**src/hdl/strap_regs.svh**
```systemverilog
`ifndef STRAP_REGS_SVH
`define STRAP_REGS_SVH

// System clock period in nanoseconds.
`define STRAP_CLK_PERIOD_NS 40

// A strap level must hold this long before it is believed.
`define STRAP_FILTER_TIME_NS 1000

// Least time, so the cycle count rounds up.
`define STRAP_FILTER_CYCLES ((`STRAP_FILTER_TIME_NS + `STRAP_CLK_PERIOD_NS - 1) / `STRAP_CLK_PERIOD_NS)

// Width of the settle counter; it must hold STRAP_FILTER_CYCLES - 1.
`define STRAP_CNT_W 5

// Value of every decoded output while reset is applied.
`define STRAP_OUT_RST 1'b0

`endif

```
**src/hdl/strap_pkg.sv**
```systemverilog
`include "strap_regs.svh"

package strap_pkg;

	// Three levels that a strap pin can present.
	typedef enum logic [2:0] {
		LVL_LOW = 3'b001,
		LVL_HIGH = 3'b010,
		LVL_FLOAT = 3'b100
	} level_type;

	// Sequencing of the decoder.
	typedef enum logic [2:0] {
		ST_WAIT = 3'b001,
		ST_SWITCH = 3'b010,
		ST_RUN = 3'b100
	} main_state_type;

	// State of one strap filter.
	typedef struct packed {
		logic hi1;
		logic lo1;
		logic hi2;
		logic lo2;
		level_type cand;
		logic [`STRAP_CNT_W-1:0] cnt;
		level_type stable;
		logic valid;
	} filter_state_type;

	// State of the decoder; every output is a field here.
	typedef struct packed {
		main_state_type st;
		logic ext;
		logic sp_en;
		logic sclk;
		logic sdin;
		logic ssel;
		logic rise;
		logic ddr;
		logic cal;
		logic des;
		logic range;
		logic swing;
		logic valid;
	} decode_state_type;

	// Comparator pair to level: above the upper threshold wins, neither means floating.
	function automatic level_type to_level(input logic hi, input logic lo);
		if (hi) begin
			return LVL_HIGH;
		end
		if (lo) begin
			return LVL_LOW;
		end
		return LVL_FLOAT;
	endfunction

	// True when a strap is left open.
	function automatic logic is_float(input level_type lvl);
		return lvl == LVL_FLOAT;
	endfunction

endpackage

```
**src/hdl/strap_level_if.sv**
```systemverilog
`timescale 1ns/1ns

interface strap_level_if;
	strap_pkg::level_type level;
	logic valid;
	logic bit_level;

	modport src (
		output level,
		output valid,
		output bit_level
	);

	modport dst (
		input level,
		input valid,
		input bit_level
	);
endinterface

```
**src/hdl/strap_filter.sv**
```systemverilog
`timescale 1ns/1ns
`include "strap_regs.svh"

module strap_filter (
	// Clock and reset.
	input wire logic clk,
	input wire logic sys_rst,
	// Comparator outputs of one tri-level pin.
	input wire logic pin_hi,
	input wire logic pin_lo,
	// Filtered level toward the decoder.
	strap_level_if.src lvl
);

	strap_pkg::filter_state_type s_r;
	strap_pkg::filter_state_type s_nxt;
	strap_pkg::level_type cur_level;

	// Level seen after the second synchroniser stage only.
	assign cur_level = strap_pkg::to_level(s_r.hi2, s_r.lo2);

	// Two-stage synchroniser then a settle counter; a pin in transit crosses the middle band and would
	// look floating for a moment, so a level is only believed after it has held steady.
	always_comb begin
		s_nxt = s_r;
		s_nxt.hi1 = pin_hi;
		s_nxt.lo1 = pin_lo;
		s_nxt.hi2 = s_r.hi1;
		s_nxt.lo2 = s_r.lo1;
		if (cur_level != s_r.cand) begin
			s_nxt.cand = cur_level;
			s_nxt.cnt = '0;
		end else if (s_r.cnt != `STRAP_CNT_W'(`STRAP_FILTER_CYCLES - 1)) begin
			s_nxt.cnt = s_r.cnt + `STRAP_CNT_W'(1);
		end else begin
			s_nxt.stable = s_r.cand;
			s_nxt.valid = 1'b1;
		end
	end

	// State register.
	always_ff @(posedge clk) begin
		if (sys_rst) begin
			s_r <= '{hi1: 1'b0, lo1: 1'b0, hi2: 1'b0, lo2: 1'b0, cand: strap_pkg::LVL_FLOAT,
				cnt: '0, stable: strap_pkg::LVL_FLOAT, valid: 1'b0};
		end else begin
			s_r <= s_nxt;
		end
	end

	// The raw digital level serves the serial functions, which must not see the settle delay.
	assign lvl.level = s_r.stable;
	assign lvl.valid = s_r.valid;
	assign lvl.bit_level = s_r.hi2;

endmodule

```
**src/hdl/strap_mode_decoder.sv**
```systemverilog
`timescale 1ns/1ns
`include "strap_regs.svh"

module strap_mode_decoder (
	// Clock and reset.
	input wire logic clk,
	input wire logic sys_rst,
	// Mode strap comparators.
	input wire logic mode_strap_hi,
	input wire logic mode_strap_lo,
	// Output swing strap comparators, serial clock in extended mode.
	input wire logic swing_strap_hi,
	input wire logic swing_strap_lo,
	// Launch edge strap comparators, serial data in extended mode.
	input wire logic edge_strap_hi,
	input wire logic edge_strap_lo,
	// Calibration strap comparators, serial select in extended mode.
	input wire logic cal_strap_hi,
	input wire logic cal_strap_lo,
	// Mode and serial port.
	output logic extended_mode,
	output logic serial_port_enable,
	output logic serial_clock,
	output logic serial_port_input,
	output logic serial_port_select,
	// Pin-controlled settings.
	output logic launch_edge_select,
	output logic ddr_enable,
	output logic cal_delay_high,
	output logic dual_edge_sampling,
	output logic input_range_high,
	output logic output_swing_high,
	// Settings have been decoded at least once.
	output logic settings_valid
);

	////////////////////////////////////////////////////////////////////////////////

	strap_level_if mode_lvl ();
	strap_level_if swing_lvl ();
	strap_level_if edge_lvl ();
	strap_level_if cal_lvl ();

	// One filter per tri-level pin; each one synchronises before anything decodes.
	strap_filter mode_filter (
		.clk(clk),
		.sys_rst(sys_rst),
		.pin_hi(mode_strap_hi),
		.pin_lo(mode_strap_lo),
		.lvl(mode_lvl)
	);

	strap_filter swing_filter (
		.clk(clk),
		.sys_rst(sys_rst),
		.pin_hi(swing_strap_hi),
		.pin_lo(swing_strap_lo),
		.lvl(swing_lvl)
	);

	strap_filter edge_filter (
		.clk(clk),
		.sys_rst(sys_rst),
		.pin_hi(edge_strap_hi),
		.pin_lo(edge_strap_lo),
		.lvl(edge_lvl)
	);

	strap_filter cal_filter (
		.clk(clk),
		.sys_rst(sys_rst),
		.pin_hi(cal_strap_hi),
		.pin_lo(cal_strap_lo),
		.lvl(cal_lvl)
	);

	////////////////////////////////////////////////////////////////////////////////

	strap_pkg::decode_state_type s_r;
	strap_pkg::decode_state_type s_nxt;
	logic all_valid;
	logic want_ext;

	// Nothing is decoded until every pin has first settled; after that each pin is decoded as soon as its own filter settles.
	assign all_valid = mode_lvl.valid & swing_lvl.valid & edge_lvl.valid & cal_lvl.valid;

	// Open mode strap means extended control.
	assign want_ext = strap_pkg::is_float(mode_lvl.level);

	// Next-state and decode logic. A mode change passes through one cycle with all outputs but ext and valid off, so the
	// serial port and the pin functions are never active together on a shared pin.
	always_comb begin
		s_nxt = s_r;
		case (s_r.st)
			strap_pkg::ST_WAIT: begin
				if (all_valid) begin
					s_nxt.st = strap_pkg::ST_RUN;
					s_nxt.ext = want_ext;
				end
			end
			strap_pkg::ST_SWITCH: begin
				s_nxt.st = strap_pkg::ST_RUN;
				s_nxt.ext = want_ext;
			end
			strap_pkg::ST_RUN: begin
				if (want_ext != s_r.ext) begin
					s_nxt.st = strap_pkg::ST_SWITCH;
				end
			end
			default: begin
				s_nxt.st = strap_pkg::ST_WAIT;
			end
		endcase

		// All outputs but ext and valid start from off and are then filled for the mode in force.
		s_nxt.sp_en = `STRAP_OUT_RST;
		s_nxt.sclk = `STRAP_OUT_RST;
		s_nxt.sdin = `STRAP_OUT_RST;
		s_nxt.ssel = `STRAP_OUT_RST;
		s_nxt.rise = `STRAP_OUT_RST;
		s_nxt.ddr = `STRAP_OUT_RST;
		s_nxt.cal = `STRAP_OUT_RST;
		s_nxt.des = `STRAP_OUT_RST;
		s_nxt.range = `STRAP_OUT_RST;
		s_nxt.swing = `STRAP_OUT_RST;
		s_nxt.valid = s_r.valid;

		if (s_nxt.st == strap_pkg::ST_RUN) begin
			s_nxt.valid = 1'b1;
			if (s_nxt.ext) begin
				// Shared pins become the serial port; pin functions stay off.
				s_nxt.sp_en = 1'b1;
				s_nxt.sclk = swing_lvl.bit_level;
				s_nxt.sdin = edge_lvl.bit_level;
				s_nxt.ssel = cal_lvl.bit_level;
			end else begin
				// Serial port held idle; settings come from the strap levels alone. A mode strap that
				// drifts open here would flip the block into extended mode, hence the board must hold it.
				s_nxt.sp_en = 1'b0;
				s_nxt.range = (mode_lvl.level == strap_pkg::LVL_HIGH);
				s_nxt.swing = (swing_lvl.level == strap_pkg::LVL_HIGH);
				s_nxt.ddr = strap_pkg::is_float(edge_lvl.level);
				s_nxt.rise = (edge_lvl.level == strap_pkg::LVL_HIGH);
				s_nxt.cal = (cal_lvl.level == strap_pkg::LVL_HIGH);
				s_nxt.des = strap_pkg::is_float(cal_lvl.level);
			end
		end
	end

	// State register; every output field resets to off.
	always_ff @(posedge clk) begin
		if (sys_rst) begin
			s_r <= '{st: strap_pkg::ST_WAIT, ext: `STRAP_OUT_RST, sp_en: `STRAP_OUT_RST,
				sclk: `STRAP_OUT_RST, sdin: `STRAP_OUT_RST, ssel: `STRAP_OUT_RST,
				rise: `STRAP_OUT_RST, ddr: `STRAP_OUT_RST, cal: `STRAP_OUT_RST,
				des: `STRAP_OUT_RST, range: `STRAP_OUT_RST, swing: `STRAP_OUT_RST,
				valid: `STRAP_OUT_RST};
		end else begin
			s_r <= s_nxt;
		end
	end

	////////////////////////////////////////////////////////////////////////////////

	// Outputs straight from the state register.
	assign extended_mode = s_r.ext;
	assign serial_port_enable = s_r.sp_en;
	assign serial_clock = s_r.sclk;
	assign serial_port_input = s_r.sdin;
	assign serial_port_select = s_r.ssel;
	assign launch_edge_select = s_r.rise; // High means launch on the rising strobe edge.
	assign ddr_enable = s_r.ddr;
	assign cal_delay_high = s_r.cal;
	assign dual_edge_sampling = s_r.des;
	assign input_range_high = s_r.range;
	assign output_swing_high = s_r.swing;
	assign settings_valid = s_r.valid;

endmodule

```
**config.mk**
```make
export PLATFORM = sky130hd
export DESIGN_NAME = strap_mode_decoder
export DESIGN_NICKNAME = d
export VERILOG_FILES = /design/src/hdl/strap_pkg.sv /design/src/hdl/strap_level_if.sv /design/src/hdl/strap_filter.sv /design/src/hdl/strap_mode_decoder.sv
export VERILOG_INCLUDE_DIRS = /design/src /design/src/hdl
export SDC_FILE = /design/constraint.sdc
export NUM_CORES = 1
export LEC_CHECK = 0
export ABC_AREA = 1
export BUFFER_PORTS_ARGS = -buffer_cell sky130_fd_sc_hd__buf_2
export CORE_AREA = 2 2 82 84
export DETAILED_ROUTE_END_ITERATION = 10
export DIE_AREA = 0 0 84 86
export PLACE_DENSITY_LB_ADDON = 0.12
export SLEW_MARGIN = 20
export SYNTH_ARGS = -nofsm -noshare
export SYNTH_HDL_FRONTEND = slang
export SYNTH_HIERARCHICAL = 1
export SYNTH_SLANG_ARGS = --single-unit
```
**constraint.sdc**
```tcl
create_clock -name clk -period 1.3 [get_ports clk]
set_clock_uncertainty 0.15 [all_clocks]
set_input_delay 0.26 -clock clk [delete_from_list [all_inputs] [get_ports clk]]
set_output_delay 0.26 -clock clk [all_outputs]
set_load 0.01 [all_outputs]
```
==> results.py <==
metrics = {
    "run_status": {
        "status": "finished, violations left",
        "violations": "negative setup slack",
    },
    "critical_path": {
        "endpoint_kind": "register",
        "worstPathRequired_ns": 1.45,
        "arrival_ns": 1.54,
        "path_max_fanout": 6,
        "cp-start-kind": "register",
        "critical_path_class": "reg2reg",
    },
    "sta": {
        "worstMarginPinSlew_ns": 0.2965,
        "rsz0062_at_grt": "true",
        "relSlewSlack_pct": 80.09,
        "timing.final.crit_period_ns": 1.391,
        "tns_ns": -0.8691,
        "drv_slew": 0,
        "finalCritPeriodShare_pct": 107.0,
        "final-setup-viol-count": 18,
        "timing.fmax_ghz": 0.7187,
        "holdWs_ns": 0.1156,
        "setup_slack_ns": -0.09150,
        "hold_viol_final": 0,
    },
    "power": {
        "power_mw": 4.711,
        "intPower_mw": 3.591,
        "switching_share_pct": 23.78,
        "p_per_area_mw_per_mm2": 1106,
        "p_leak_nw": 1.978,
        "ir_worst_vdd_mv": 0.7145,
        "clkPwrFrac_pct": 37.7,
        "p_seq_share_pct": 53.6,
        "p_switching_mw": 1.120,
        "combPwrFrac_pct": 8.7,
    },
    "layout": {
        "drive_gt1_share_pct": 39.75,
        "nFillCells": 526,
        "diodes": 0,
        "finalNetCount": 502,
        "final_util_pct": 67.83,
        "synthToLayoutAreaGrowth_pct": 31.34,
        "layout.cells.non_filler": 565,
        "fin_area_sq_mm": 0.004258,
    },
    "floorplan": {
        "die_area_sq_mm": 0.007224,
        "die_h_microns": 86,
        "io_pins": 22,
        "die_w_microns": 84,
        "row_count": 29,
        "coreArea_sq_mm": 0.006277,
        "start_util_pct": 51.64,
    },
    "place": {
        "portBuffers": 21,
        "dpl_cell_area_sq_mm": 0.003496,
        "dp_slack_ns": -0.03726,
        "place_congestion": 0.7628,
        "place_hpwl_mm": 3.904,
        "place_inst": 527,
    },
    "synth": {
        "synth.distinct_cells": 22,
        "ys_seq_elements": 79,
        "synth_top_area_share_pct": 48.78,
        "synth_top_area_cell": "dfxtp_1",
        "ys_top_cells_by_area": "dfxtp_1, nand2_1, nor2_1",
        "synthTopCellsByCount": "nand2_1, dfxtp_1, nor2_1, inv_1, nand3_1",
        "synth_edf_count": 0,
        "syn_nets": 442,
        "syn_inst": 424,
        "syn_area_per_cell_sq_um": 7.646,
        "async_reset_ff_share_pct": 0,
        "synth_most_common_cell": "nand2_1",
        "yosys_warnings": 6,
        "synthFlopType": "dfxtp_1",
        "synth_area_sq_mm": 0.003242,
        "synth_seq_area_share_pct": 48.78,
    },
    "global_routing": {
        "grt_pass1_wl_mm": 10.23,
        "met2_usage_pct": 29.02,
        "antenna_found_initial": 0,
        "grt_max_degree": 13,
        "grt.total_usage_pct": 17.63,
        "grt_pass1_vias": 2394,
        "grt_remaining_overflow": 0,
        "use_met1_pct": 21.60,
        "top_usage_layer": "met2",
        "met3_usage_pct": 3.561,
    },
    "clock_network": {
        "cts_made_buffers": 9,
        "cts-root-buf": "clkbuf_8",
        "cts_htree_levels": 3,
        "clk_latency_ns": 0.35,
        "tritoncts": "built",
        "clock_path_buffers": 2,
        "clkSinkCount": 79,
        "cts.clk_slew.worst_paths_ns": 0.08,
    },
    "routing": {
        "drtAntennaViolNets": 0,
        "vias": 2595,
        "drc": 0,
        "first_pass_iters": 4,
        "drtIter0Drc": 56,
        "routed_wirelength_mm": 6.219,
        "wire_per_inst_microns": 11.01,
        "vias_per_cell": 4.593,
    },
    "worst_hold_path": {
        "hold_class": "in2reg",
    },
    "job": {
        "drv_cap": 0,
    },
}
[cell families (layout without fill, tap and decap cells)]
group,Yosys count,after routing,synth area share (%)
compound gates,25,25,3.860
simple gates,215,215,30.41
fa+ha+maj,8,8,3.088
buf+inv,89,153,11.69
flops,79,79,48.78
xor+xnor,8,8,2.161
[cell type report]
class | count | area (sq um) | share of cell area [%]
Clock buffer | 12 | 145.1 | 3.409
Sequential cell | 79 | 1617 | 37.97
Timing Repair Buffer | 65 | 480.5 | 11.28
Clock inverter | 3 | 43.79 | 1.029
Inverter | 73 | 281.5 | 6.612
Tap cell | 77 | 96.34 | 2.263
Multi-Input combinational cell | 256 | 1594 | 37.44
[critical path: stages (launching register included)]
cell and delay (ns):
dfxtp_1 0.34, nor3_2 0.30, nand3_2 0.16, nand2_4 0.13, nand3_4 0.14, nor2_2 0.13
[cells in the final DEF (no fill, tap or decap), drive strengths merged]
cell | synthesis | routed
a21oi | 16 | 16
clkinv | 0 | 2
xor2 | 4 | 4
buf | 12 | 57
dlygate4sd3 | 0 | 8
nand2 | 104 | 104
dfxtp | 79 | 79
clkbuf | 4 | 12
inv | 73 | 73
bufinv | 0 | 1
nand4 | 4 | 4
xnor2 | 4 | 4
nor2 | 78 | 78
nor3 | 5 | 5
ha | 8 | 8
o21ai | 9 | 9
nand3 | 23 | 23
nand3b | 1 | 1
[flip-flops by register name, summed over array words and instances (netlist names), 2 cells and up]
signal	flops
cal_filter/lvl.level	3
cal_filter/s_nxt	2
cal_filter/s_r	9
edge_filter/lvl.level	3
edge_filter/s_nxt	2
edge_filter/s_r	9
mode_filter/lvl.level	3
mode_filter/s_nxt	2
mode_filter/s_r	9
s_r	3
swing_filter/lvl.level	3
swing_filter/s_nxt	2
swing_filter/s_r	9
[power groups by stage]
stage,clock (mW),combinational (mW),sequential [mW]
6_report,1.77,0.411,2.53
5_1_grt,1.93,0.468,2.53
4_1_cts,1.82,0.347,2.52
3_5_place_dp,0,0.318,2.57
3_3_place_gp,0,0.306,2.57
2_1_floorplan,0,0.208,2.57
[layer usage]
| layer | part of all wire, % | vias to the layer above | wire (microns) |
|---|---|---|---|
| met3 | 2.3 | 16 | 142 |
| li1 | - | 1393 | - |
| met5 | 0 | - | 0 |
| met2 | 47 | 31 | 2924 |
| met4 | 2.9 | 0 | 183 |
| met1 | 48 | 1155 | 2969 |
[path summary, 6_finish.rpt]
kind                                     endpoint  slack, ns  cells after the start                              from
min           cal_filter/lvl.bit_level$_SDFF_PP0_       0.12                      3                           sys_rst
max reg2reg                 ddr_enable$_SDFF_PP0_      -0.09                      5                s_r[13]$_SDFF_PP0_
max                         ddr_enable$_SDFF_PP0_      -0.09                      5                s_r[13]$_SDFF_PP0_
min reg2reg  edge_filter/lvl.bit_level$_SDFF_PP0_       0.25                      2  edge_filter/s_nxt[13]$_SDFF_PP0_
[what timing repair did]
action,4_1_cts,5_1_grt
setup buffers,3,13
hold buffers,8,0
pin swaps,10,35
gates resized for setup,22,101
endpoints found under the hold margin,8,0
setup endpoints to repair,14,48
No activity file was read; power rests on OpenSTA's default activity.
